$ cat src/core/protect_bank_pkg.sv
// Package: register map, field layout and reset values of the write-protect bank
package protect_bank_pkg;
  localparam int ADDR_W = 8;
  localparam int DATA_W = 32;
  localparam logic [ADDR_W-1:0] PROTECT_CLEAR_OFS = 8'h00;
  localparam logic [ADDR_W-1:0] PROTECT_SET_OFS = 8'h04;
  localparam logic [DATA_W-1:0] PROTECT_RESET = 32'h00800000;
  // Bits that hold a protect flag: 23 (reset-set), 19..16, 15..8, 7..1
  localparam logic [DATA_W-1:0] PROTECT_MASK = 32'h008FFFFE;
  localparam int TOUCH_BIT = 19;
  localparam int ANALOG_LSB = 16;
  localparam int ANALOG_N = 4;
  localparam int TIMER_LSB = 8;
  localparam int TIMER_N = 8;
  localparam int SERIAL_LSB = 2;
  localparam int SERIAL_N = 6;
  localparam int EVENT_BIT = 1;
endpackage

$ cat src/core/protect_bit_cell.sv
// One protect flag with write-one-to-clear and write-one-to-set inputs
`timescale 1ns/10ps
`default_nettype none
module protect_bit_cell
  import protect_bank_pkg::*;
#(
  parameter logic RESET_VAL = 1'b0
)
(
  input wire logic clk_i,
  input wire logic rst_n_i,
  input wire logic clear_i,
  input wire logic set_i,
  output logic prot_o
);
  logic prot_reg;
  logic prot_next;

  // Zero writes leave the flag alone; set wins when both strobes land together
  always_comb
  begin
    prot_next = prot_reg;
    if (clear_i)
    begin
      prot_next = 1'b0;
    end
    if (set_i)
    begin
      prot_next = 1'b1;
    end
  end

  always_ff @(posedge clk_i)
  begin
    if (!rst_n_i)
    begin
      prot_reg <= RESET_VAL;
    end
    else
    begin
      prot_reg <= prot_next;
    end
  end

  assign prot_o = prot_reg;
endmodule
`default_nettype wire

$ cat src/core/reg_read_mux.sv
// Registered read-data path for the protect bank
`timescale 1ns/10ps
`default_nettype none
module reg_read_mux
  import protect_bank_pkg::*;
(
  input wire logic clk_i,
  input wire logic rst_n_i,
  input wire logic rd_i,
  input wire logic [ADDR_W-1:0] addr_i,
  input wire logic [DATA_W-1:0] state_i,
  output logic [DATA_W-1:0] rdata_o
);
  logic [DATA_W-1:0] rdata_reg;

  // Both offsets read the same protection state; unmapped reads return zero
  always_ff @(posedge clk_i)
  begin
    if (!rst_n_i)
    begin
      rdata_reg <= 32'h00000000;
    end
    else if (rd_i && (addr_i == PROTECT_CLEAR_OFS || addr_i == PROTECT_SET_OFS))
    begin
      rdata_reg <= state_i;
    end
    else
    begin
      rdata_reg <= 32'h00000000;
    end
  end

  assign rdata_o = rdata_reg;
endmodule
`default_nettype wire

$ cat src/core/peripheral_write_protect_bank.sv
// Top: peripheral write-protect bank with clear/set registers and per-peripheral enables
// Functional notes
// - Writing 0 to a protect bit in either register leaves it unchanged.
// - Writing 1 to a clear-register bit removes that peripheral's protection; 1 reads protected.
// - Clear register at offset 0x00, 32 bits, resets 0x00800000; bits 19..16 analog/touch.
// - Set register at 0x04, same layout and reset, reads same state.
// - Bits 15..8 protect timer instances 7..0.
// - Bits 7..2 protect serial units 5..0; bit 1 event system.
`timescale 1ns/10ps
`default_nettype none
module peripheral_write_protect_bank
  import protect_bank_pkg::*;
(
  input wire logic CLK_I,
  input wire logic RST_N_I,
  input wire logic [ADDR_W-1:0] ADDR_I,
  input wire logic [DATA_W-1:0] WDATA_I,
  input wire logic WR_I,
  input wire logic RD_I,
  output logic [DATA_W-1:0] RDATA_O,
  output logic [TIMER_N-1:0] TIMER_INSTANCE_BITS_O,
  output logic [SERIAL_N-1:0] SERIAL_UNIT_BITS_O,
  output logic EVENT_SYSTEM_BIT_O,
  output logic [ANALOG_N-1:0] ANALOG_BITS_O,
  output logic TOUCH_CONTROLLER_BIT_O
);
  logic wr_clear;
  logic wr_set;
  logic [DATA_W-1:0] prot_state;
  logic [DATA_W-1:0] clear_mask;
  logic [DATA_W-1:0] set_mask;
  logic addr_mapped;
  logic rd_hit_reg;

  assign wr_clear = WR_I && (ADDR_I == PROTECT_CLEAR_OFS);
  assign wr_set = WR_I && (ADDR_I == PROTECT_SET_OFS);
  assign addr_mapped = (ADDR_I == PROTECT_CLEAR_OFS) || (ADDR_I == PROTECT_SET_OFS);

  // Only ones that land on a protect flag reach a cell
  assign clear_mask = WDATA_I & PROTECT_MASK & {DATA_W{wr_clear}};
  assign set_mask = WDATA_I & PROTECT_MASK & {DATA_W{wr_set}};

  genvar b;
  generate
    for (b = 0; b < DATA_W; b++)
    begin : g_bit
      if (PROTECT_MASK[b])
      begin : g_cell
        protect_bit_cell #(
          .RESET_VAL(PROTECT_RESET[b])
        ) u_cell (
          .clk_i(CLK_I),
          .rst_n_i(RST_N_I),
          .clear_i(clear_mask[b]),
          .set_i(set_mask[b]),
          .prot_o(prot_state[b])
        );
      end
      else
      begin : g_rsvd
        assign prot_state[b] = 1'b0;
      end
    end
  endgenerate

  reg_read_mux u_rd (
    .clk_i(CLK_I),
    .rst_n_i(RST_N_I),
    .rd_i(RD_I),
    .addr_i(ADDR_I),
    .state_i(prot_state),
    .rdata_o(RDATA_O)
  );

  // Marks the cycle in which read data stand; elsewhere the read port must be zero
  always_ff @(posedge CLK_I)
  begin
    if (!RST_N_I)
    begin
      rd_hit_reg <= 1'b0;
    end
    else
    begin
      rd_hit_reg <= RD_I && addr_mapped;
    end
  end

  assign TIMER_INSTANCE_BITS_O = prot_state[TIMER_LSB +: TIMER_N];
  assign SERIAL_UNIT_BITS_O = prot_state[SERIAL_LSB +: SERIAL_N];
  assign EVENT_SYSTEM_BIT_O = prot_state[EVENT_BIT];
  assign ANALOG_BITS_O = prot_state[ANALOG_LSB +: ANALOG_N];
  assign TOUCH_CONTROLLER_BIT_O = prot_state[TOUCH_BIT];

  // Assertions
  zero_write_keeps_a: assert property (@(posedge CLK_I) disable iff (!RST_N_I)
    (WR_I && WDATA_I == 32'h00000000) |=> $stable(prot_state))
    else $error("zero write changed protection");
  clear_removes_a: assert property (@(posedge CLK_I) disable iff (!RST_N_I)
    (wr_clear && WDATA_I[TIMER_LSB]) |=> !TIMER_INSTANCE_BITS_O[0])
    else $error("clear write did not remove protection");
  set_enables_a: assert property (@(posedge CLK_I) disable iff (!RST_N_I)
    (wr_set && WDATA_I[SERIAL_LSB]) |=> SERIAL_UNIT_BITS_O[0])
    else $error("set write did not enable protection");
  reset_value_a: assert property (@(posedge CLK_I)
    $rose(RST_N_I) |-> (prot_state == PROTECT_RESET))
    else $error("reset value wrong");
  read_back_a: assert property (@(posedge CLK_I) disable iff (!RST_N_I)
    (RD_I && (ADDR_I == PROTECT_SET_OFS) && !WR_I) |=> (RDATA_O == $past(prot_state)))
    else $error("set register read mismatch");
  reserved_zero_a: assert property (@(posedge CLK_I) disable iff (!RST_N_I)
    (RDATA_O & ~PROTECT_MASK) == 32'h00000000)
    else $error("reserved bit nonzero");
  timer_map_a: assert property (@(posedge CLK_I) disable iff (!RST_N_I)
    (wr_set && WDATA_I[15]) |=> TIMER_INSTANCE_BITS_O[7])
    else $error("timer bit mapping wrong");
  event_map_a: assert property (@(posedge CLK_I) disable iff (!RST_N_I)
    (wr_clear && WDATA_I[EVENT_BIT]) |=> !EVENT_SYSTEM_BIT_O)
    else $error("event bit mapping wrong");

  // Clear register, field by field
  clear_timer_top_a: assert property (
    @(posedge CLK_I)
    disable iff (!RST_N_I)
    (wr_clear && WDATA_I[TIMER_LSB + TIMER_N - 1])
    |=> !TIMER_INSTANCE_BITS_O[TIMER_N - 1]
  ) else $error("top timer bit not cleared");

  clear_serial_a: assert property (
    @(posedge CLK_I)
    disable iff (!RST_N_I)
    (wr_clear && WDATA_I[SERIAL_LSB])
    |=> !SERIAL_UNIT_BITS_O[0]
  ) else $error("low serial bit not cleared");

  clear_serial_top_a: assert property (
    @(posedge CLK_I)
    disable iff (!RST_N_I)
    (wr_clear && WDATA_I[SERIAL_LSB + SERIAL_N - 1])
    |=> !SERIAL_UNIT_BITS_O[SERIAL_N - 1]
  ) else $error("top serial bit not cleared");

  clear_analog_a: assert property (
    @(posedge CLK_I)
    disable iff (!RST_N_I)
    (wr_clear && WDATA_I[ANALOG_LSB])
    |=> !ANALOG_BITS_O[0]
  ) else $error("analog bit not cleared");

  clear_touch_a: assert property (
    @(posedge CLK_I)
    disable iff (!RST_N_I)
    (wr_clear && WDATA_I[TOUCH_BIT])
    |=> !TOUCH_CONTROLLER_BIT_O
  ) else $error("touch bit not cleared");

  clear_word_a: assert property (
    @(posedge CLK_I)
    disable iff (!RST_N_I)
    wr_clear
    |=> ((prot_state & $past(clear_mask)) == 32'h00000000)
  ) else $error("cleared flags still set");

  // Set register, field by field
  set_timer_low_a: assert property (
    @(posedge CLK_I)
    disable iff (!RST_N_I)
    (wr_set && WDATA_I[TIMER_LSB])
    |=> TIMER_INSTANCE_BITS_O[0]
  ) else $error("low timer bit not set");

  set_serial_top_a: assert property (
    @(posedge CLK_I)
    disable iff (!RST_N_I)
    (wr_set && WDATA_I[SERIAL_LSB + SERIAL_N - 1])
    |=> SERIAL_UNIT_BITS_O[SERIAL_N - 1]
  ) else $error("top serial bit not set");

  set_event_a: assert property (
    @(posedge CLK_I)
    disable iff (!RST_N_I)
    (wr_set && WDATA_I[EVENT_BIT])
    |=> EVENT_SYSTEM_BIT_O
  ) else $error("event bit not set");

  set_analog_a: assert property (
    @(posedge CLK_I)
    disable iff (!RST_N_I)
    (wr_set && WDATA_I[ANALOG_LSB])
    |=> ANALOG_BITS_O[0]
  ) else $error("analog bit not set");

  set_touch_a: assert property (
    @(posedge CLK_I)
    disable iff (!RST_N_I)
    (wr_set && WDATA_I[TOUCH_BIT])
    |=> TOUCH_CONTROLLER_BIT_O
  ) else $error("touch bit not set");

  set_word_a: assert property (
    @(posedge CLK_I)
    disable iff (!RST_N_I)
    wr_set
    |=> ((prot_state & $past(set_mask)) == $past(set_mask))
  ) else $error("set flags not all set");

  // Zero bits and idle cycles leave the flags alone
  clear_keeps_rest_a: assert property (
    @(posedge CLK_I)
    disable iff (!RST_N_I)
    wr_clear
    |=> ((prot_state & ~$past(clear_mask)) == ($past(prot_state) & ~$past(clear_mask)))
  ) else $error("clear write touched a zero bit");

  set_keeps_rest_a: assert property (
    @(posedge CLK_I)
    disable iff (!RST_N_I)
    wr_set
    |=> ((prot_state | $past(set_mask)) == ($past(prot_state) | $past(set_mask)))
  ) else $error("set write touched a zero bit");

  zero_clear_timer_a: assert property (
    @(posedge CLK_I)
    disable iff (!RST_N_I)
    (wr_clear && !WDATA_I[TIMER_LSB])
    |=> (TIMER_INSTANCE_BITS_O[0] == $past(TIMER_INSTANCE_BITS_O[0]))
  ) else $error("zero clear changed timer bit");

  zero_set_timer_a: assert property (
    @(posedge CLK_I)
    disable iff (!RST_N_I)
    (wr_set && !WDATA_I[TIMER_LSB])
    |=> (TIMER_INSTANCE_BITS_O[0] == $past(TIMER_INSTANCE_BITS_O[0]))
  ) else $error("zero set changed timer bit");

  idle_keeps_state_a: assert property (
    @(posedge CLK_I)
    disable iff (!RST_N_I)
    !WR_I
    |=> $stable(prot_state)
  ) else $error("state changed without a write");

  unmapped_write_a: assert property (
    @(posedge CLK_I)
    disable iff (!RST_N_I)
    (WR_I && !addr_mapped)
    |=> $stable(prot_state)
  ) else $error("unmapped write changed state");

  // Reset loads the documented word and quiets every output
  reset_load_a: assert property (
    @(posedge CLK_I)
    !RST_N_I
    |=> (prot_state == PROTECT_RESET)
  ) else $error("reset did not load state");

  reset_enables_a: assert property (
    @(posedge CLK_I)
    !RST_N_I
    |=> (!(|TIMER_INSTANCE_BITS_O) && !(|SERIAL_UNIT_BITS_O) && !EVENT_SYSTEM_BIT_O && !(|ANALOG_BITS_O) && !TOUCH_CONTROLLER_BIT_O)
  ) else $error("enable outputs not zero after reset");

  reset_rdata_a: assert property (
    @(posedge CLK_I)
    !RST_N_I
    |=> (RDATA_O == 32'h00000000)
  ) else $error("read data not zero after reset");

  // Read port
  read_clear_a: assert property (
    @(posedge CLK_I)
    disable iff (!RST_N_I)
    (RD_I && (ADDR_I == PROTECT_CLEAR_OFS))
    |=> (RDATA_O == $past(prot_state))
  ) else $error("clear register read mismatch");

  read_idle_a: assert property (
    @(posedge CLK_I)
    disable iff (!RST_N_I)
    !rd_hit_reg
    |-> (RDATA_O == 32'h00000000)
  ) else $error("read data outside read cycle");

  read_unmapped_a: assert property (
    @(posedge CLK_I)
    disable iff (!RST_N_I)
    (RD_I && !addr_mapped)
    |=> (RDATA_O == 32'h00000000)
  ) else $error("unmapped read not zero");

  read_timer_a: assert property (
    @(posedge CLK_I)
    disable iff (!RST_N_I)
    (RD_I && addr_mapped)
    |=> (RDATA_O[TIMER_LSB +: TIMER_N] == $past(TIMER_INSTANCE_BITS_O))
  ) else $error("timer field read mismatch");

  read_serial_a: assert property (
    @(posedge CLK_I)
    disable iff (!RST_N_I)
    (RD_I && addr_mapped)
    |=> ((RDATA_O[SERIAL_LSB +: SERIAL_N] == $past(SERIAL_UNIT_BITS_O)) && (RDATA_O[EVENT_BIT] == $past(EVENT_SYSTEM_BIT_O)))
  ) else $error("serial or event field read mismatch");

  read_analog_a: assert property (
    @(posedge CLK_I)
    disable iff (!RST_N_I)
    (RD_I && addr_mapped)
    |=> (RDATA_O[ANALOG_LSB +: ANALOG_N] == $past(ANALOG_BITS_O))
  ) else $error("analog field read mismatch");
endmodule
`default_nettype wire

$ cat config.mk
export PLATFORM = sky130hd
export DESIGN_NAME = peripheral_write_protect_bank
export DESIGN_NICKNAME = d
export VERILOG_FILES = /design/src/core/protect_bank_pkg.sv /design/src/core/protect_bit_cell.sv /design/src/core/reg_read_mux.sv /design/src/core/peripheral_write_protect_bank.sv
export SDC_FILE = /design/constraint.sdc
export NUM_CORES = 1
export LEC_CHECK = 0
export BUFFER_PORTS_ARGS = -buffer_cell sky130_fd_sc_hd__buf_2
export CORE_ASPECT_RATIO = 1.2
export CORE_UTILIZATION = 43
export CTS_BUF_LIST = sky130_fd_sc_hd__clkbuf_16
export CTS_CLUSTER_DIAMETER = 100
export DETAILED_ROUTE_END_ITERATION = 8
export GPL_TIMING_DRIVEN = 0
export PLACE_DENSITY = 0.85
export SLEW_MARGIN = 40
export SYNTH_ARGS = -nofsm -noshare
export SYNTH_HDL_FRONTEND = slang
export SYNTH_SLANG_ARGS = --single-unit
$ cat constraint.sdc
create_clock -name CLK_I -period 1 [get_ports CLK_I]
set_input_delay 0.05 -clock CLK_I [delete_from_list [all_inputs] [get_ports CLK_I]]
set_output_delay 0.05 -clock CLK_I [all_outputs]
set_load 0.1 [all_outputs]
* Yosys cells after proc, flatten, opt, wreduce, memory -nomap -nowiden
Cells that the tools add are included.
Widths: inputs -> output; s select.
** Cells by class
- Equal/unequal tests :: 1
- Mux-type cells :: 38
- Bitwise operators :: 3
- Reductions and logical operators :: 26
** Operator list (number)
- $and 24x24->24 :: 2
- $mux 1 :: 38
- $reduce_bool 2->1 :: 19
- $eq 8x3->1 const B :: 1
- $logic_not 8->1 :: 1
- $logic_and 1x1->1 :: 3
- $reduce_and 2->1 :: 1
- $reduce_or 2->1 :: 1
- $logic_or 1x1->1 :: 1
- $not 1->1 :: 1
** Storage, ports and cells
- Register bits after elaboration :: 52
- Input port bits :: 44
- Output and inout port bits :: 52
- Word-level logic and storage cells :: 90

* Depth between registers and ports, before layout
Gate-level depths: netlist of the first run.
- Depth in word-level cells :: 5
- Mapped depth :: 4
- Mapped depth without buffers :: 3

* Cells and area by module
A second synthesis of the first run with hierarchy kept.
** Second synthesis, totals
- Cell total of the unflattened synthesis :: 288
- Area, all modules :: 2967.8 um^2
** By module, submodules not included
- reg_read_mux :: times used 1, cells each 113, area each 1358.8 um^2, sequential area each 640.6 um^2
- peripheral_write_protect_bank :: times used 1, cells each 115, area each 790.8 um^2, sequential area each 0.0 um^2
- protect_bit_cell (g_bit[10].g_cell.u_cell ...) :: times used 19, cells each 3, area each 41.3 um^2, sequential area each 20.0 um^2
- protect_bit_cell (g_bit[23].g_cell.u_cell) :: times used 1, cells each 3, area each 33.8 um^2, sequential area each 20.0 um^2

* Least setup slack after synthesis of the first run
OpenSTA, ideal clock, no wires.
- Path kind :: register to output
- From :: register g_bit[19].g_cell.u_cell.prot_reg
- To :: output ANALOG_BITS_O[3]
- Arrival time :: 1.384 ns
- Data required time :: 0.950 ns
- Slack :: -0.434 ns
- Cell stages (with the launch flop) :: 2
- Path buffers :: 1
- Cells stage by stage :: dfxtp_1 buf_4
** RTL lines
- start, declared :: RTL line protect_bit_cell.sv:16 : logic prot_reg;
- start signal, assigned :: RTL line protect_bit_cell.sv:41 : prot_reg <= prot_next;
- end, declared :: RTL line peripheral_write_protect_bank.sv:24 : output logic [ANALOG_N-1:0] ANALOG_BITS_O,
No word-level cell between the ends.

* Worst setup path after layout of the first run
- From :: register g_bit[9].g_cell.u_cell.prot_reg
- To :: output TIMER_INSTANCE_BITS_O[1]
** RTL lines
- start, declared :: RTL line protect_bit_cell.sv:16
- start signal, assigned :: RTL line protect_bit_cell.sv:41
- end, declared :: RTL line peripheral_write_protect_bank.sv:21 : output logic [TIMER_N-1:0] TIMER_INSTANCE_BITS_O,
No word-level cell between the ends.

==> results of run 1 <==
-- Yosys cell counts --
| library cell | number | share of area [%] |
|---|---|---|
| nor3_1 | 1 | 0.31 |
| nor4b_2 | 1 | 0.92 |
| conb_1 | 1 | 0.23 |
| and2_1 | 20 | 7.7 |
| nand3_1 | 20 | 6.2 |
| buf_2 | 6 | 1.8 |
| and4_1 | 1 | 0.54 |
| dfxtp_1 | 40 | 49 |
| buf_4 | 30 | 14 |
| nor4_2 | 1 | 0.77 |
| nand2_1 | 20 | 4.6 |
| nor2b_1 | 2 | 0.77 |
| mux2i_1 | 20 | 12 |
| clkbuf_1 | 3 | 0.69 |
-- metal layers --
metal  track usage (%)  part of all wire [%]
met1              20.7                    37
met2              32.7                    54
met3              5.97                   6.5
met4              8.99                   2.6
met5                 0                     0
-- sequential cells by signal (all words and copies together), names as in the netlist --
signal / cells
u_rd.rdata_o: 20
g_bit.g_cell.u_cell.prot_o: 20
-- power by group through the flow --
stage          clock network, mW  logic [mW]  registers, mW
6_report                    1.48       0.369           1.60
5_1_grt                     1.59       0.386           1.59
4_1_cts                     1.52       0.366           1.60
3_5_place_dp                   0       0.363           1.63
3_3_place_gp                   0       0.363           1.63
2_1_floorplan                  0       0.280           1.63
-- tightest hold or removal path: stages --
cell and delay, ns:
buf_2 0.09, nand3_1 0.07, mux2i_1 0.07
-- area by class of cell --
type	instances	area [um^2]	area share, %
plain buffers	39	270	10.6
clock buffers	5	125	4.89
clock inverters	3	13.8	0.538
multi-input cells	98	599	23.4
flip-flops and latches	40	812	31.8
well taps	52	65.1	2.55
repair buffers	71	671	26.2
-- cells by family after synthesis --
group	count (synthesis)
flops	40
simple gates	66
mux	20
other cells	1
buf+inv	39
-- final timing paths --
check | from | to | slack [ns] | cells past startpoint
hold / removal | WDATA_I[19] | g_bit[19].g_cell.u_cell.prot_o | 0.05 | 3
hold reg to reg | g_bit[4].g_cell.u_cell.prot_o | g_bit[4].g_cell.u_cell.prot_o | 0.46 | 2
setup / recovery | g_bit[9].g_cell.u_cell.prot_o | TIMER_INSTANCE_BITS_O[1] | 0.03 | 2
setup reg to reg | g_bit[9].g_cell.u_cell.prot_o | g_bit[9].g_cell.u_cell.prot_o | 0.37 | 2
-- repair_timing --
action | in CTS | in global routing
endpoints found under the hold margin | 0 | 0
resized for setup | 74 | 28
setup endpoints to repair | 40 | 19
==> results.yml, run 1 <==
logic_synthesis:
  synth_simple_gate_area_share_pct: 21.8
  yosysWarnings: 0
  synthXorXnorAreaFrac_pct: 0
  ys_seq_area_share_pct: 49.3
  synth_cells: 166
  muxShareOfSynthArea_pct: 12.3
  syn-cell-area_um2: 1630
  synthAdderAreaFrac_pct: 0
  syn-mean-instance-area_um2: 9.79
  ys_types: 14
  synth_top_family_by_area: "simple AND/OR/NAND/NOR gates"
  synth_compound_area_share_pct: 0
  synth_seq_cells: 40
power_and_ir_drop:
  power_per_cell_area_nw_per_um2: 1350
  peakVddDrop_v: 0.000935
  combPwrFrac_pct: 10.7
  internal_power_mw: 2.59
  p_clk_share_pct: 42.9
  total_power_mw: 3.44
  power_switching_uw: 850
  power.leakage_nw: 1.31
  p_sw_share_pct: 24.7
  power_frac_seq_pct: 46.3
sta:
  skew_ns: 0.00244
  finalSetupViolations: 0
  hold_slack_ns: 0.0486
  post-route-period-util_pct: 97.1
  fin_ws_ns: 0.0293
  rsz0062_at_grt: "false"
  slew_violations: 0
  finalCriticalPeriod_ns: 0.971
  max_freq_mhz: 1030
  hold_viol_final: 0
  finalSetupTns_ns: 0
cts:
  cts_max_path_buffers: 2
  h-tree-depth: 2
  clockRootBuffer: "clkbuf_16"
  cts.clk_slew.worst_paths_ns: 0.05
  ctsHoldBuffers: 0
  clkLatencyLatePin_ns: 0.28
  cts_tree: "yes"
  cts_made_buffers: 5
  post-cts-setup-buffers: 0
  clock-sinks: 40
finish:
  num-fill-cells: 284
  instances_no_fill: 308
  mostFrequentLayoutCells: "52 x buf_4, 36 x buf_2, 31 x dfxtp_1"
  diodes: 0
  stdcell_area_um2: 2560
  final_layout_size_suffix_gt1_share_pct: 49.2
  area_growth_syn_to_layout_pct: 57.3
  fin_nets: 299
  final_common_cell: "buf_4"
  fin_util_pct: 70.4
worst_setup_path:
  startpoint_type: "flop"
  critical_path.top_delay_family: "flip-flops"
  worstPathRequired_ns: 0.95
  critical-path-max-stage-delay_ns: 0.34
  slowest_stage: "dfxtp_1"
  path_cells: "buf_4 > buf_8"
  crit_type: "flop to output port"
  crit_fanout: 3
  arrival_ns: 0.92
  path_buf_inv: 2
  end_kind: "output port"
grt:
  grt_pass1_wl_um: 5660
  grtUsageTotal_pct: 19.0
  first_global_vias: 1244
  grt_overflow: 0
  grt_max_degree: 13
  antenna_found_initial: 0
floorplanning:
  die-area_um2: 4030
  die_h_um: 69.4
  core_area_um2: 3630
  rows: 24
  ios: 96
  floorplan.initialDensity_pct: 44.7
  dieWidth_um: 58.1
route:
  firstDrtPassIters: 5
  drc_errors: 0
  detail-route-antenna-nets: 0
  vias: 1333
  viasPerCell: 4.33
  finalWirelength_um: 3520
  routedWlPerCell_um: 11.4
  first_iter_violations: 34
place:
  portBuffers: 71
  gp_congestion: 0.836
  dp_slack_ns: -0.181
  post-dp-hpwl_um: 2510
  dp_cells: 300
  placed_cell_area_um2: 2090
flow_run:
  drv_cap: 0
outcome:
  status: "completed"
hold_path:
  hp-class: "primary input to flop"
(Power assumes the default switching activity.)
==> inputs of run 2 (changes only) <==
BUFFER_PORTS_ARGS = -buffer_cell sky130_fd_sc_hd__buf_4   (was -buffer_cell sky130_fd_sc_hd__buf_2)
CAP_MARGIN = 20   (was default)
GPL_ROUTABILITY_DRIVEN = 0   (was default)
==> run 2 against run 1 <==
  * The flow now finishes with violations (negative setup slack)
  * Critical path depth unchanged
  * First-iteration DRC count up 8.8%
  * Worst hold slack worse by 0.021 ns
  * Via count up 1.1%
  * Sequential power about the same
  * Clock skew up 0.0032 ns
  * Combinational power up 9.5%
==> results.yml, run 2 (synthesis results as in run 1) <==
worst_setup_path:
  end_kind: "output port"
  critical-path-max-stage-delay_ns: 0.37
  worstPathRequired_ns: 0.95
  startpoint_type: "flop"
  critical_path.top_delay_family: "flip-flops"
  path_buf_inv: 2
  slowest_stage: "dfxtp_1"
  path_cells: "buf_4 > buf_12"
  crit_type: "flop to output port"
  crit_fanout: 3
  arrival_ns: 0.96
power_and_ir_drop:
  power.leakage_nw: 1.34
  peakVddDrop_v: 0.00104
  total_power_mw: 3.78
  power_per_cell_area_nw_per_um2: 1420
route:
  finalWirelength_um: 3810
  firstDrtPassIters: 4
  detail-route-antenna-nets: 0
  first_iter_violations: 37
  routedWlPerCell_um: 12.4
  vias: 1347
  drc_errors: 0
  viasPerCell: 4.37
outcome:
  status: "finished, violations left"
  violations: "negative setup slack"
finish:
  stdcell_area_um2: 2660
  diodes: 0
  fin_nets: 299
  final_common_cell: "buf_4"
  mostFrequentLayoutCells: "83 x buf_4, 33 x dfxtp_1"
  final_layout_size_suffix_gt1_share_pct: 48.8
  area_growth_syn_to_layout_pct: 63.8
cts:
  cts.clk_slew.worst_paths_ns: 0.06
  h-tree-depth: 2
  clock-sinks: 40
  clockRootBuffer: "clkbuf_16"
  cts_max_path_buffers: 2
  post-cts-setup-buffers: 0
  cts_made_buffers: 5
  clkLatencyLatePin_ns: 0.28
  cts_tree: "yes"
place:
  post-dp-hpwl_um: 2610
  placed_cell_area_um2: 2270
  portBuffers: 71
hold_path:
  hp-class: "primary input to flop"
floorplanning:
  dieWidth_um: 58.1
  die_h_um: 69.4
  core_area_um2: 3630
  rows: 24
  die-area_um2: 4030
  floorplan.initialDensity_pct: 44.7
  ios: 96
sta:
  finalSetupTns_ns: -0.0103
  post-route-period-util_pct: 101
  fin_ws_ns: -0.0103
  max_freq_mhz: 990
  hold_slack_ns: 0.0275
  finalSetupViolations: 1
  hold_viol_final: 0
  finalCriticalPeriod_ns: 1.01
  slew_violations: 0
  skew_ns: 0.00564
grt:
  grt_max_degree: 14
  grtUsageTotal_pct: 18.9
  first_global_vias: 1292
  grt_pass1_wl_um: 5660
  antenna_found_initial: 0
  grt_overflow: 0
flow_run:
  drv_cap: 0
run 2: cell count changes in the layout (fill, tap and decap cells not counted), sizes merged:
cell      delta
clkinv       -2
clkbuf       -1
buf          +1
bufinv       +1
clkinvlp     +1
run 2: worst reg2reg max path: cells and delay by family (launching register included):
kind	cells	cell delay (ns)
simple gates	1	0.08
flops	1	0.37
mux	1	0.19
run 2: worst paths after layout:
check	end	cells past startpoint	from	slack, ns
setup reg to reg	g_bit[16].g_cell.u_cell.prot_o	2	g_bit[16].g_cell.u_cell.prot_o	0.28
setup / recovery	ANALOG_BITS_O[0]	2	g_bit[16].g_cell.u_cell.prot_o	-0.01
hold reg to reg	g_bit[2].g_cell.u_cell.prot_o	2	g_bit[2].g_cell.u_cell.prot_o	0.46
hold / removal	g_bit[23].g_cell.u_cell.prot_o	3	ADDR_I[2]	0.03
run 2: where the power goes:
part | internal, mW | total [mW] | switching (mW) | leakage (nW)
clock network | 1.17 | 1.78 | 0.611 | 0.0798
registers | 1.59 | 1.60 | 0.000728 | 0.326
logic | 0.128 | 0.404 | 0.276 | 0.939
run 2: layer usage:
| metal | wire length (um) | part of all wire, % | global-route usage [%] |
|---|---|---|---|
| met1 | 1410 | 37 | 20.0 |
| met2 | 2080 | 54 | 33.7 |
| met3 | 217 | 5.7 | 3.36 |
| met4 | 112 | 2.9 | 11.4 |
| met5 | 0 | 0 | 0 |
run 2: area by class of cell:
| class | count | area [um^2] |
|---|---|---|
| well taps | 52 | 65.1 |
| clock buffers | 5 | 125 |
| plain buffers | 39 | 268 |
| repair buffers | 71 | 753 |
| fillers | 270 | 971 |
| clock inverters | 3 | 42.5 |
| multi-input cells | 98 | 599 |
| flip-flops and latches | 40 | 810 |
run 2: per-stage QoR:
stage | util, % | worst slack (ns) | cells
floorplan | - | -0.0879 | 177
finish | 73.3 | -0.0103 | 308
detailed placement | 62.4 | -0.211 | 300
CTS | 71.2 | 0.0000404 | 308
global placement | 62.4 | -0.175 | 300
global route | 73.3 | -0.0287 | 308
run 2: timing repair:
item	in CTS	in global routing
gates resized for setup	39	21
hold buffers	0	0
setup endpoints to repair	18	16
pin swaps	0	0
